[src/include/dram_ctl_regs.vh]
// Register map, field positions, reset values, write key and shift counts of the
// DRAM control block. Definitions only; included by the design file.
`ifndef DRAM_CTL_REGS_VH
`define DRAM_CTL_REGS_VH

// ****************************************************************
// Word indices (ADDRESS[3:2]) on the register bus
// ****************************************************************
`define OFS_AREA_CTRL      2'h0
`define OFS_REFRESH_CTRL   2'h1
`define OFS_AUX_CTRL       2'h2
`define OFS_STATUS         2'h3

// ****************************************************************
// Field positions
// ****************************************************************
`define BIT_DUAL_STROBE    15
`define BIT_ROW_HOLD       14
`define BIT_PRECHARGE      13
`define BIT_BURST          12
`define BIT_CAS_DUTY       11
`define BIT_MUX_EN         10
`define BIT_SHIFT_HI       9
`define BIT_SHIFT_LO       8
`define BIT_RFSH_EN        7
`define BIT_RFSH_KIND      6
`define BIT_RWAIT_HI       5
`define BIT_RWAIT_LO       4
`define BIT_DRAM_EN        0
`define BIT_RWAIT_EN       1

// ****************************************************************
// Reset values, write key and shift counts
// ****************************************************************
`define RST_AREA_CTRL      8'h00
`define RST_REFRESH_CTRL   4'h0
`define RST_AUX_CTRL       2'h0
`define REFRESH_KEY        8'h5A
`define SHIFT_8            5'h08
`define SHIFT_9            5'h09
`define SHIFT_10           5'h0A

`endif

[src/rtl/dram_ctl.v]
// DRAM strobe sequencer with its area control and refresh control registers.
// Assumes a core that holds REQ until ACK, a refresh timer that pulses
// REFRESH_MATCH on compare match, and a pad cell that shapes the short duty.
//
// Decided for this implementation: the Avalon-MM slave port and the register addresses.
`timescale 1ns/1ps

// ****************************************************************
// Module dram_ctl
// ****************************************************************
module dram_ctl #(
  parameter ADDR_W = 28
) (
  input  wire              REF_CLK,
  input  wire              RESET_N,
  input  wire [3:0]        ADDRESS,
  input  wire              READ,
  input  wire              WRITE,
  input  wire [31:0]       WRITEDATA,
  input  wire [3:0]        BYTEENABLE,
  output reg  [31:0]       READDATA,
  output reg               WAITREQUEST,
  input  wire              REQ,
  input  wire [ADDR_W-1:0] REQ_ADDR,
  input  wire              REQ_WRITE,
  input  wire              REQ_WIDE,
  input  wire              REQ_HI,
  input  wire              REQ_LO,
  output reg               ACK,
  input  wire              REFRESH_MATCH,
  output reg               RAS_N,
  output reg               COLUMN_STROBE_HIGH_N,
  output reg               COLUMN_STROBE_LOW_N,
  output reg               WRH_N,
  output reg               WRL_N,
  output reg  [ADDR_W-1:0] DRAM_ADDR,
  output reg               CAS_SHORT_DUTY
);

`include "dram_ctl_regs.vh"

  localparam S_IDLE = 3'h0;
  localparam S_PRE  = 3'h1;
  localparam S_ROW  = 3'h2;
  localparam S_COL  = 3'h3;
  localparam S_CBRC = 3'h4;
  localparam S_CBRR = 3'h5;
  localparam S_SELF = 3'h6;
  localparam S_CBRW = 3'h7;

  // ****************************************************************
  // Registers
  // ****************************************************************
  reg  [7:0]        area_reg;
  reg  [3:0]        rfsh_reg;
  reg  [1:0]        aux_reg;
  reg  [2:0]        state_reg;
  reg  [2:0]        state_next;
  reg  [1:0]        cnt_reg;
  reg  [1:0]        cnt_next;
  reg               pend_reg;
  reg               open_reg;
  reg               open_next;
  reg  [ADDR_W-1:0] row_reg;
  reg               ras_next;
  reg               column_strobe_high_next;
  reg               column_strobe_low_next;
  reg               wrh_next;
  reg               wrl_next;
  reg               ack_next;
  reg  [ADDR_W-1:0] addr_next;

  wire dual_we     = area_reg[`BIT_DUAL_STROBE - 8];
  wire row_hold    = area_reg[`BIT_ROW_HOLD - 8];
  wire pre_long    = area_reg[`BIT_PRECHARGE - 8];
  wire burst_en    = area_reg[`BIT_BURST - 8];
  wire cas_duty    = area_reg[`BIT_CAS_DUTY - 8];
  wire mux_en      = area_reg[`BIT_MUX_EN - 8];
  wire [1:0] shift = area_reg[`BIT_SHIFT_HI - 8:`BIT_SHIFT_LO - 8];
  wire rfsh_en     = rfsh_reg[`BIT_RFSH_EN - 4];
  wire rfsh_kind   = rfsh_reg[`BIT_RFSH_KIND - 4];
  wire [1:0] rwait = rfsh_reg[`BIT_RWAIT_HI - 4:`BIT_RWAIT_LO - 4];
  wire dram_en     = aux_reg[`BIT_DRAM_EN];
  wire rwait_en    = aux_reg[`BIT_RWAIT_EN];

  // ****************************************************************
  // Row address helpers
  // ****************************************************************
  // The reserved shift code behaves as the 8-bit code so that nothing
  // undefined reaches the pins.
  function [4:0] shift_of;
    input [1:0] code;
    begin
      case (code)
        2'h1:    shift_of = `SHIFT_9;
        2'h2:    shift_of = `SHIFT_10;
        default: shift_of = `SHIFT_8;
      endcase
    end
  endfunction

  function [ADDR_W-1:0] row_bits;
    input [ADDR_W-1:0] a;
    input [1:0]        code;
    begin
      row_bits = (a >> shift_of(code)) << shift_of(code);
    end
  endfunction

  wire row_hit = (row_bits(REQ_ADDR, shift) == row_bits(row_reg, shift));
  wire [ADDR_W-1:0] row_out = mux_en ? (REQ_ADDR >> shift_of(shift)) : REQ_ADDR;
  wire want_self = rfsh_en & rfsh_kind;
  wire req_live  = REQ & ~ACK;

  // ****************************************************************
  // Register bus slave
  // ****************************************************************
  wire [1:0] widx   = ADDRESS[3:2];
  wire       wr_go  = WRITE & ~WAITREQUEST;
  wire       key_ok = (BYTEENABLE[1:0] == 2'h3) & (WRITEDATA[15:8] == `REFRESH_KEY);

  function [31:0] rd_mux;
    input [1:0] idx;
    begin
      case (idx)
        `OFS_AREA_CTRL:    rd_mux = {16'h0000, area_reg, 8'h00};
        `OFS_REFRESH_CTRL: rd_mux = {24'h000000, rfsh_reg, 4'h0};
        `OFS_AUX_CTRL:     rd_mux = {30'h00000000, aux_reg};
        `OFS_STATUS:       rd_mux = {26'h0000000, pend_reg, open_reg,
                                     want_self, state_reg};
        default:           rd_mux = 32'h00000000;
      endcase
    end
  endfunction

  always @(posedge REF_CLK) begin
    if (!RESET_N) begin
      WAITREQUEST <= 1'b1;
      READDATA    <= 32'h00000000;
      area_reg    <= `RST_AREA_CTRL;
      rfsh_reg    <= `RST_REFRESH_CTRL;
      aux_reg     <= `RST_AUX_CTRL;
    end else begin
      // One wait cycle per access: read data is captured while the
      // request stands, then waitrequest drops for exactly one edge.
      if ((READ | WRITE) & WAITREQUEST) begin
        WAITREQUEST <= 1'b0;
        READDATA    <= READ ? rd_mux(widx) : 32'h00000000;
      end else begin
        WAITREQUEST <= 1'b1;
      end
      if (wr_go && widx == `OFS_AREA_CTRL && BYTEENABLE[1]) begin
        area_reg <= WRITEDATA[15:8];
      end
      if (wr_go && widx == `OFS_REFRESH_CTRL && key_ok) begin
        rfsh_reg <= WRITEDATA[7:4];
      end
      if (wr_go && widx == `OFS_AUX_CTRL && BYTEENABLE[0]) begin
        aux_reg <= WRITEDATA[1:0];
      end
    end
  end

  // ****************************************************************
  // Refresh request latch
  // ****************************************************************
  // A match in the same cycle as the start of a refresh is kept.
  always @(posedge REF_CLK) begin
    if (!RESET_N) begin
      pend_reg <= 1'b0;
    end else if (REFRESH_MATCH & rfsh_en & ~rfsh_kind) begin
      pend_reg <= 1'b1;
    end else if (state_next == S_CBRC || !rfsh_en || rfsh_kind) begin
      pend_reg <= 1'b0;
    end
  end

  // ****************************************************************
  // Strobe sequencer
  // ****************************************************************
  always @* begin
    state_next = state_reg;
    cnt_next   = cnt_reg;
    open_next  = open_reg;
    ras_next   = ~open_reg;
    column_strobe_high_next  = 1'b1;
    column_strobe_low_next  = 1'b1;
    wrh_next   = 1'b1;
    wrl_next   = 1'b1;
    ack_next   = 1'b0;
    addr_next  = DRAM_ADDR;
    case (state_reg)
      S_IDLE: begin
        if (pend_reg & rfsh_en & ~rfsh_kind) begin
          state_next = open_reg ? S_PRE : S_CBRC;
        end else if (want_self) begin
          state_next = open_reg ? S_PRE : S_SELF;
        end else if (req_live & ~dram_en) begin
          ack_next = 1'b1;
          if (open_reg) begin
            state_next = S_PRE;
          end
        end else if (req_live) begin
          if (open_reg & burst_en & row_hit) begin
            state_next = S_COL;
          end else if (open_reg) begin
            state_next = S_PRE;
          end else begin
            state_next = S_ROW;
          end
        end else if (open_reg & ~row_hold) begin
          state_next = S_PRE;
        end
        if (state_next == S_PRE) begin
          cnt_next  = {1'b0, pre_long};
          open_next = 1'b0;
          ras_next  = 1'b1;
        end else if (state_next == S_ROW) begin
          addr_next = row_out;
          ras_next  = 1'b1;
        end else if (state_next == S_CBRC || state_next == S_SELF) begin
          column_strobe_low_next = 1'b0;
          column_strobe_high_next = 1'b0;
        end else if (state_next == S_COL) begin
          state_next = S_ROW;
          open_next  = 1'b1;
          ras_next   = 1'b0;
          addr_next  = REQ_ADDR;
        end
        if (state_next == S_ROW && open_reg) begin
          // Burst hit: jump straight to the column phase.
          state_next = S_COL;
          addr_next  = REQ_ADDR;
          ras_next   = 1'b0;
          if (REQ_WIDE & ~dual_we) begin
            column_strobe_high_next = ~REQ_HI;
            column_strobe_low_next = ~REQ_LO;
            wrl_next  = ~REQ_WRITE;
          end else if (REQ_WIDE) begin
            column_strobe_low_next = 1'b0;
            wrh_next  = ~(REQ_WRITE & REQ_HI);
            wrl_next  = ~(REQ_WRITE & REQ_LO);
          end else begin
            column_strobe_low_next = 1'b0;
            wrl_next  = ~REQ_WRITE;
          end
        end
      end
      S_PRE: begin
        ras_next = 1'b1;
        if (cnt_reg == 2'h0) begin
          state_next = S_IDLE;
        end else begin
          cnt_next = cnt_reg - 2'h1;
        end
      end
      S_ROW: begin
        state_next = S_COL;
        open_next  = 1'b1;
        ras_next   = 1'b0;
        addr_next  = REQ_ADDR;
        if (REQ_WIDE & ~dual_we) begin
          column_strobe_high_next = ~REQ_HI;
          column_strobe_low_next = ~REQ_LO;
          wrl_next  = ~REQ_WRITE;
        end else if (REQ_WIDE) begin
          column_strobe_low_next = 1'b0;
          wrh_next  = ~(REQ_WRITE & REQ_HI);
          wrl_next  = ~(REQ_WRITE & REQ_LO);
        end else begin
          column_strobe_low_next = 1'b0;
          wrl_next  = ~REQ_WRITE;
        end
      end
      S_COL: begin
        state_next = S_IDLE;
        ack_next   = 1'b1;
        ras_next   = 1'b0;
      end
      S_CBRC: begin
        // no waits when disabled
        // The wait state S_CBRW always adds one, the counter adds the code.
        state_next = rwait_en ? S_CBRW : S_CBRR;
        column_strobe_low_next  = 1'b0;
        column_strobe_high_next  = 1'b0;
        ras_next   = 1'b0;
        cnt_next   = rwait_en ? rwait : 2'h0;
      end
      S_CBRW: begin
        state_next = S_CBRR;
        column_strobe_low_next  = 1'b0;
        column_strobe_high_next  = 1'b0;
        ras_next   = 1'b0;
      end
      S_CBRR: begin
        ras_next  = 1'b0;
        column_strobe_low_next = 1'b0;
        column_strobe_high_next = 1'b0;
        if (cnt_reg == 2'h0) begin
          state_next = S_PRE;
          cnt_next   = {1'b0, pre_long};
          ras_next   = 1'b1;
          column_strobe_low_next  = 1'b1;
          column_strobe_high_next  = 1'b1;
        end else begin
          cnt_next = cnt_reg - 2'h1;
        end
      end
      S_SELF: begin
        column_strobe_low_next = 1'b0;
        column_strobe_high_next = 1'b0;
        ras_next  = 1'b0;
        if (!want_self) begin
          state_next = S_PRE;
          cnt_next   = {1'b0, pre_long};
          ras_next   = 1'b1;
          column_strobe_low_next  = 1'b1;
          column_strobe_high_next  = 1'b1;
        end
      end
      default: begin
        state_next = S_PRE;
        cnt_next   = 2'h1;
        open_next  = 1'b0;
        ras_next   = 1'b1;
      end
    endcase
  end

  // ****************************************************************
  // Sequencer and pin flip-flops
  // ****************************************************************
  always @(posedge REF_CLK) begin
    if (!RESET_N) begin
      state_reg      <= S_IDLE;
      cnt_reg        <= 2'h0;
      open_reg       <= 1'b0;
      row_reg        <= {ADDR_W{1'b0}};
      ACK            <= 1'b0;
      RAS_N          <= 1'b1;
      COLUMN_STROBE_HIGH_N         <= 1'b1;
      COLUMN_STROBE_LOW_N         <= 1'b1;
      WRH_N          <= 1'b1;
      WRL_N          <= 1'b1;
      DRAM_ADDR      <= {ADDR_W{1'b0}};
      CAS_SHORT_DUTY <= 1'b0;
    end else begin
      state_reg <= state_next;
      cnt_reg   <= cnt_next;
      open_reg  <= open_next;
      if (state_next == S_ROW) begin
        row_reg <= REQ_ADDR;
      end
      ACK       <= ack_next;
      RAS_N     <= ras_next;
      COLUMN_STROBE_HIGH_N    <= column_strobe_high_next;
      COLUMN_STROBE_LOW_N    <= column_strobe_low_next;
      WRH_N     <= wrh_next;
      WRL_N     <= wrl_next;
      DRAM_ADDR <= addr_next;
      // column strobe duty select
      // The sub-state edge lies in the pad cell; only the choice is timed here.
      CAS_SHORT_DUTY <= dram_en & cas_duty;
    end
  end

endmodule // dram_ctl

[config.mk]
export PLATFORM = sky130hd
export DESIGN_NAME = dram_ctl
export DESIGN_NICKNAME = d
export VERILOG_FILES = /design/src/rtl/dram_ctl.v
export VERILOG_INCLUDE_DIRS = /design/src /design/src/include
export SDC_FILE = /design/constraint.sdc
export NUM_CORES = 1
export LEC_CHECK = 0
export BUFFER_PORTS_ARGS = -buffer_cell sky130_fd_sc_hd__clkbuf_2
export CAP_MARGIN = 40
export CORE_UTILIZATION = 54
export CTS_BUF_LIST = sky130_fd_sc_hd__clkbuf_4
export CTS_CLUSTER_SIZE = 24
export DETAILED_ROUTE_END_ITERATION = 7
export GPL_TIMING_DRIVEN = 0
export PLACE_DENSITY = 0.83
export SLEW_MARGIN = 20
export SYNTH_ARGS = -nofsm -noshare
export SYNTH_HDL_FRONTEND = slang
export SYNTH_SLANG_ARGS = --single-unit
[constraint.sdc]
create_clock -name REF_CLK -period 2.9 [get_ports REF_CLK]
set_clock_uncertainty 0.2 [all_clocks]
set_input_delay 0.58 -clock REF_CLK [delete_from_list [all_inputs] [get_ports REF_CLK]]
set_output_delay 0.58 -clock REF_CLK [all_outputs]
set_load 0.02 [all_outputs]
* Word level (Yosys, flattened, before mapping)
Index checks and enable logic that the tools add are counted.
** Word-level totals
- Register bits :: 117
- Input port bits :: 78
- Output and inout port bits :: 68
- Word-level logic and storage cells :: 183
** Cells by class
- Add/subtract/negate cells :: 1
- Equality and inequality tests :: 32
- Shift operators :: 4
- Muxes and demuxes :: 76
- Bitwise gates (word level) :: 30
- Reduce and logical (&&, ||, !) cells :: 22
** Operators by type and width (number)
- $mux W28 :: 6
- $pmux W32 S4 :: 1
- $pmux W28 S2 :: 1
- $shl A28 B5 Y28 :: 2
- $shr A28 B5 Y28 :: 2
- $mux W3 :: 18
- $mux W32 :: 1
- $mux W1 :: 31
- $eq A28 B28 Y1 :: 1
- $pmux W3 S8 :: 1
- $eq A3 B3 Y1 const B :: 7
- $eq A3 B2 Y1 const B :: 6
- $and A1 B1 Y1 :: 17
- $mux W2 :: 8
- $pmux W1 S5 :: 3
- $ne A3 B3 Y1 const B :: 4
- $not A1 Y1 :: 12
- $reduce_and A4 Y1 :: 3
- $pmux W2 S5 :: 1
- $eq A2 B2 Y1 const B :: 4
- $eq A8 B7 Y1 const B :: 1
- $ne A4 B4 Y1 const B :: 2
- $pmux W1 S2 :: 4
- $logic_and A1 B1 Y1 :: 7
- 14 further kinds :: 22

* Depth between registers and ports, before layout
- Word-level depth :: 27
- Gate-level depth with buffers :: 10
- Depth with buffers taken out :: 8

* Worst setup path after synthesis
Ideal clock, no wire load.
- Path kind :: input to register
- From :: input port REQ_ADDR[26]
- To :: register DRAM_ADDR[24]
- Setup time :: 0.072 ns
- Arrival :: 2.158 ns
- Required time :: 2.628 ns
- Slack :: 0.471 ns
- Cell stages on the path :: 10
- Buffers on the path :: 3
- Path through :: buf_2 xnor2_1 nand4_1 nor4_2 a31oi_1 o21ai_1 and2_1 buf_6 buf_8 mux2i_1
** On the way
- Cells in the longest elaborated chain, start to end :: 20
- Elaborated cells on any way between the ends :: 32
- Classes of those cells :: eq/ne: 10; shift: 2; mux: 16; bitwise: 1; reduce/logical: 3
** RTL lines
- start: declaration :: line dram_ctl.v:24 : input wire [ADDR_W-1:0] REQ_ADDR,
- $shr A28 B5 Y28 (*) :: line dram_ctl.v:106, dram_ctl.v:111
- $shl A28 B5 Y28 :: line dram_ctl.v:106 : row_bits = (a >> shift_of(code)) << shift_of(code);
- $eq A28 B28 Y1 :: line dram_ctl.v:110 : wire row_hit = (row_bits(REQ_ADDR, shift) == row_bits(row_reg, shift));
- $and A1 B1 Y1 :: line dram_ctl.v:204 : if (open_reg & burst_en & row_hit) begin
- $mux W2 :: line dram_ctl.v:204
- $mux W3 :: line dram_ctl.v:203 : end else if (req_live) begin
- $mux W3 :: line dram_ctl.v:198 : end else if (req_live & ~dram_en) begin
- $mux W3 :: line dram_ctl.v:196 : end else if (want_self) begin
- (+4 left out)
- $mux W3 :: line dram_ctl.v:221 : end else if (state_next == S_CBRC || state_next == S_SELF) begin
- $mux W3 :: line dram_ctl.v:218 : end else if (state_next == S_ROW) begin
- $mux W3 :: line dram_ctl.v:214 : if (state_next == S_PRE) begin
- $mux W3 :: line dram_ctl.v:192 : case (state_reg)
- $eq A3 B2 Y1 :: line dram_ctl.v:230 : if (state_next == S_ROW && open_reg) begin
- $logic_and A1 B1 Y1 :: line dram_ctl.v:230
- $ne A4 B4 Y1 (no line), or another cell as far along
- $reduce_and A4 Y1 (no line) or $pmux W28 S2 (tied branches)
- end signal: assignment :: line dram_ctl.v:345 : DRAM_ADDR <= {ADDR_W{1'b0}};
- end signal: assignment :: line dram_ctl.v:360 : DRAM_ADDR <= addr_next;
- end: declaration :: line dram_ctl.v:36 : output reg [ADDR_W-1:0] DRAM_ADDR,
Every way passes the cells marked *; elsewhere a longest branch is shown, timed or not. The select of a mux whose other input is x is not followed.
A chain may end at the register's enable or synchronous reset.

* Final worst setup path
- From :: register open_reg
- To :: register DRAM_ADDR[17]
** On the way
- Cells in the longest elaborated chain, start to end :: 18
- Elaborated cells on any way between the ends :: 35
- Classes of those cells :: eq/ne: 9; mux: 20; bitwise: 3; reduce/logical: 3
** RTL lines
- start: declaration :: line dram_ctl.v:62 : reg open_reg;
- start signal: assignment :: line dram_ctl.v:350 : open_reg <= open_next;
- $and A1 B1 Y1 (2 in series) :: line dram_ctl.v:204
- $mux W2 :: line dram_ctl.v:204
- $mux W3 :: line dram_ctl.v:203
- $mux W3 :: line dram_ctl.v:198
- $mux W3 :: line dram_ctl.v:196
- $mux W3 :: line dram_ctl.v:194 : if (pend_reg & rfsh_en & ~rfsh_kind) begin
- $mux W3 :: line dram_ctl.v:192
- $eq A3 B2 Y1 or $eq A3 B3 Y1 (tied branches) :: line dram_ctl.v:224, dram_ctl.v:221
- $mux W3 or $logic_or A1 B1 Y1 (tied branches) :: line dram_ctl.v:224, dram_ctl.v:221
- $mux W3 :: line dram_ctl.v:221
- $mux W3 :: line dram_ctl.v:218
- $mux W3 :: line dram_ctl.v:214
- $mux W3 :: line dram_ctl.v:192
- $eq A3 B2 Y1 :: line dram_ctl.v:230
- $logic_and A1 B1 Y1 :: line dram_ctl.v:230
- $ne A4 B4 Y1 (no line), or another cell as far along
- $reduce_and A4 Y1 (no line) or $pmux W28 S2 (tied branches)
Several ways; a longest one is shown, not always the timed one. The select of a mux whose other input is x is not followed.

==> results.yml <==
outcome:
  violations: "DRC"
  status: "finished, violations left"
cts:
  clkTransAtPathRegs_ps: 160
  cts.sinks: 93
  cts_setup_buffers: 0
  clock-root-buffer: "clkbuf_4"
  cts_made_buffers: 9
  cts_tree: "built"
  ctsHoldBuffers: 0
  cts-resized-gates: 0
  h-tree-depth: 3
  cts_max_path_buffers: 2
  clk_latency_ps: 440
critical_path:
  required_ps: 3030
  crit_path_end_kind: "flip-flop"
  critPathKind: "reg -> reg"
  critPathLaunchType: "flip-flop"
  cp_max_fo: 10
  cp.arrival_ps: 2630
yosys:
  syn_area_um2: 5009
  synth-seq-area-share: 0.3717
  ys_ff_latch: 93
  async_flop_share: 0
  syn_avg_cell_area_um2: 8.104
  synth_top_area_cell: "dfxtp_1"
  yosys_warnings: 0
  synth-main-ff-cell: "dfxtp_1"
  synthTopCellsByArea: "dfxtp_1, nand2_1, mux2i_1"
  ys_types: 63
  synth_edf_count: 0
  yosysTopAreaCellShare: 0.3717
  syn_inst: 618
cells_and_area:
  diodes: 0
  final_nets: 830
  largest_register_ffs: 28
  design_area_um2: 5894
  drive_gt1_frac: 0.2238
  layout.cells.non_filler: 863
  synthToLayoutAreaGrowth_pct: 17.69
sta:
  fmax_mhz: 399.2
  finalHoldViolCount: 0
  fin_ws_ps: 395.2
  drv_slew: 0
  rsz0062_at_grt: "no"
  period_share: 0.8637
  worst_pin_slew_ps: 767.3
  period_minus_slack_ps: 2505
  setup_tns_ps: 0
  slew_headroom: 0.4845
  finalSetupViolCount: 0
routing:
  wl_per_cell_um: 16.80
  drt-total-wl_um: 14500
  drtIter0Drc: 462
  avgViaCountPerCell: 5.932
  dr.pass1.iters: 8
  vias: 5119
  final_antenna_net_count: 0
  drc_errors: 1
hold_path:
  worstHoldPathType: "in -> reg"
power_and_ir_drop:
  p_leak_nw: 2.308
  power_density_nw_per_um2: 518.8
  ir_drop_mv: 0.3053
floorplan:
  die_w_um: 98.31
  pin_count: 146
  fp.dieH_um: 98.31
  start_util: 0.5660
  die-area_um2: 9664
  core_um2: 8848
  rows: 34
global_routing:
  grt_pass1_vias: 4697
  grt_usage: 0.3005
  grt_max_degree: 17
  antenna_found_initial: 0
  grt_pass1_wl_um: 23240
  grt-ovfl-total: 0
run:
  maxCapViolCount: 0
place:
  pre_cts_ws_ps: -2.233
  place.gp.congestion: 0.9144
  placed_cell_area_um2: 5731
  portBuffers: 106
  hpwl_um: 11010
  placed_cells: 847
## cell usage in the layout, fill, tap and decap left out, types with 20 or more instances in the layout
cell type    n
a21oi_1     32
clkbuf_1    30
clkbuf_2   106
dfxtp_1     93
mux2i_1     27
nand2_1     89
nand2b_1    21
nand4_1     22
nor2_1      42
o211ai_1    20
o21ai_0     41
o21ai_1     22
## critical path: stages, from the launching register on
cell	delay, ps
dfxtp_1	420
clkbuf_1	420
a31oi_1	150
o211ai_1	340
buf_2	300
mux2_2	370
nand4_1	110
o21ai_1	70
## per-stage QoR
step / utilization / power [mW] / hold slack, ps
5_1_grt: 0.6661 / 3.193 / 115.9
4_1_cts: 0.6661 / 3.045 / 126.5
3_3_place_gp: 0.6476 / 2.238 / 237.6
6_report: 0.6661 / 3.058 / 138.4
3_5_place_dp: 0.6476 / 2.263 / 247.3
2_1_floorplan: - / 2.006 / 217.6
## cell type report
cell class,instances,area [um^2]
buffer,64,340.3
multi-input combinational,465,2821
fill,768,2954
inverter,11,41.29
timing repair buffer,106,530.5
sequential,93,1862
tap,108,135.1
clock inverter,7,96.34
clock buffer,9,67.56
## synthesized netlist by cell type, types with 11 or more instances
library cell and number:
a21oi_1 32, nand2b_1 21, o211ai_1 20, dfxtp_1 93, nand2_1 89, o21ai_0 41, inv_1 11, clkbuf_1 30
nand3_1 16, mux2_2 11, buf_4 19, xnor2_1 15, o21ai_1 22, mux2i_1 27, nor2_1 42, a22oi_1 15
nand4_1 22
## cell families (layout without fill, tap and decap cells)
group / Yosys count / after routing / share of synthesized area
flops: 93 / 93 / 0.3717
xor+xnor: 18 / 18 / 0.03148
mux: 46 / 46 / 0.09668
fa+ha+maj: 2 / 2 / 0.004995
buf+inv: 75 / 197 / 0.07619
compound gates: 163 / 163 / 0.2046
simple gates: 220 / 220 / 0.2136
other cells: 1 / 16 / 0.0007487
## where the power goes
part	internal [mW]	total, mW	leakage (nW)	switching (mW)
sequential	1.37	1.43	0.751	0.0593
combinational	0.301	0.820	1.48	0.519
clock	0.353	0.806	0.0806	0.453
## routing by layer
| layer | vias to the layer above | share of wire | global-route usage |
|---|---|---|---|
| met4 | 0 | 0.018 | 0.09759 |
| met1 | 2410 | 0.45 | 0.4088 |
| met5 | - | 0 | 0 |
| met2 | 238 | 0.46 | 0.4913 |
| li1 | 2445 | - | - |
| met3 | 26 | 0.072 | 0.04366 |
## final timing paths
path | startpoint | endpoint | slack (ps) | cells after the start
worst max-delay path | open_reg | DRAM_ADDR[17] | 400 | 7
worst min-delay path | REQ_HI | WRH_N | 140 | 2
worst max register to register | open_reg | DRAM_ADDR[17] | 400 | 7
worst min register to register | DRAM_ADDR[7] | DRAM_ADDR[7] | 260 | 2
(Power assumes the default switching activity.)
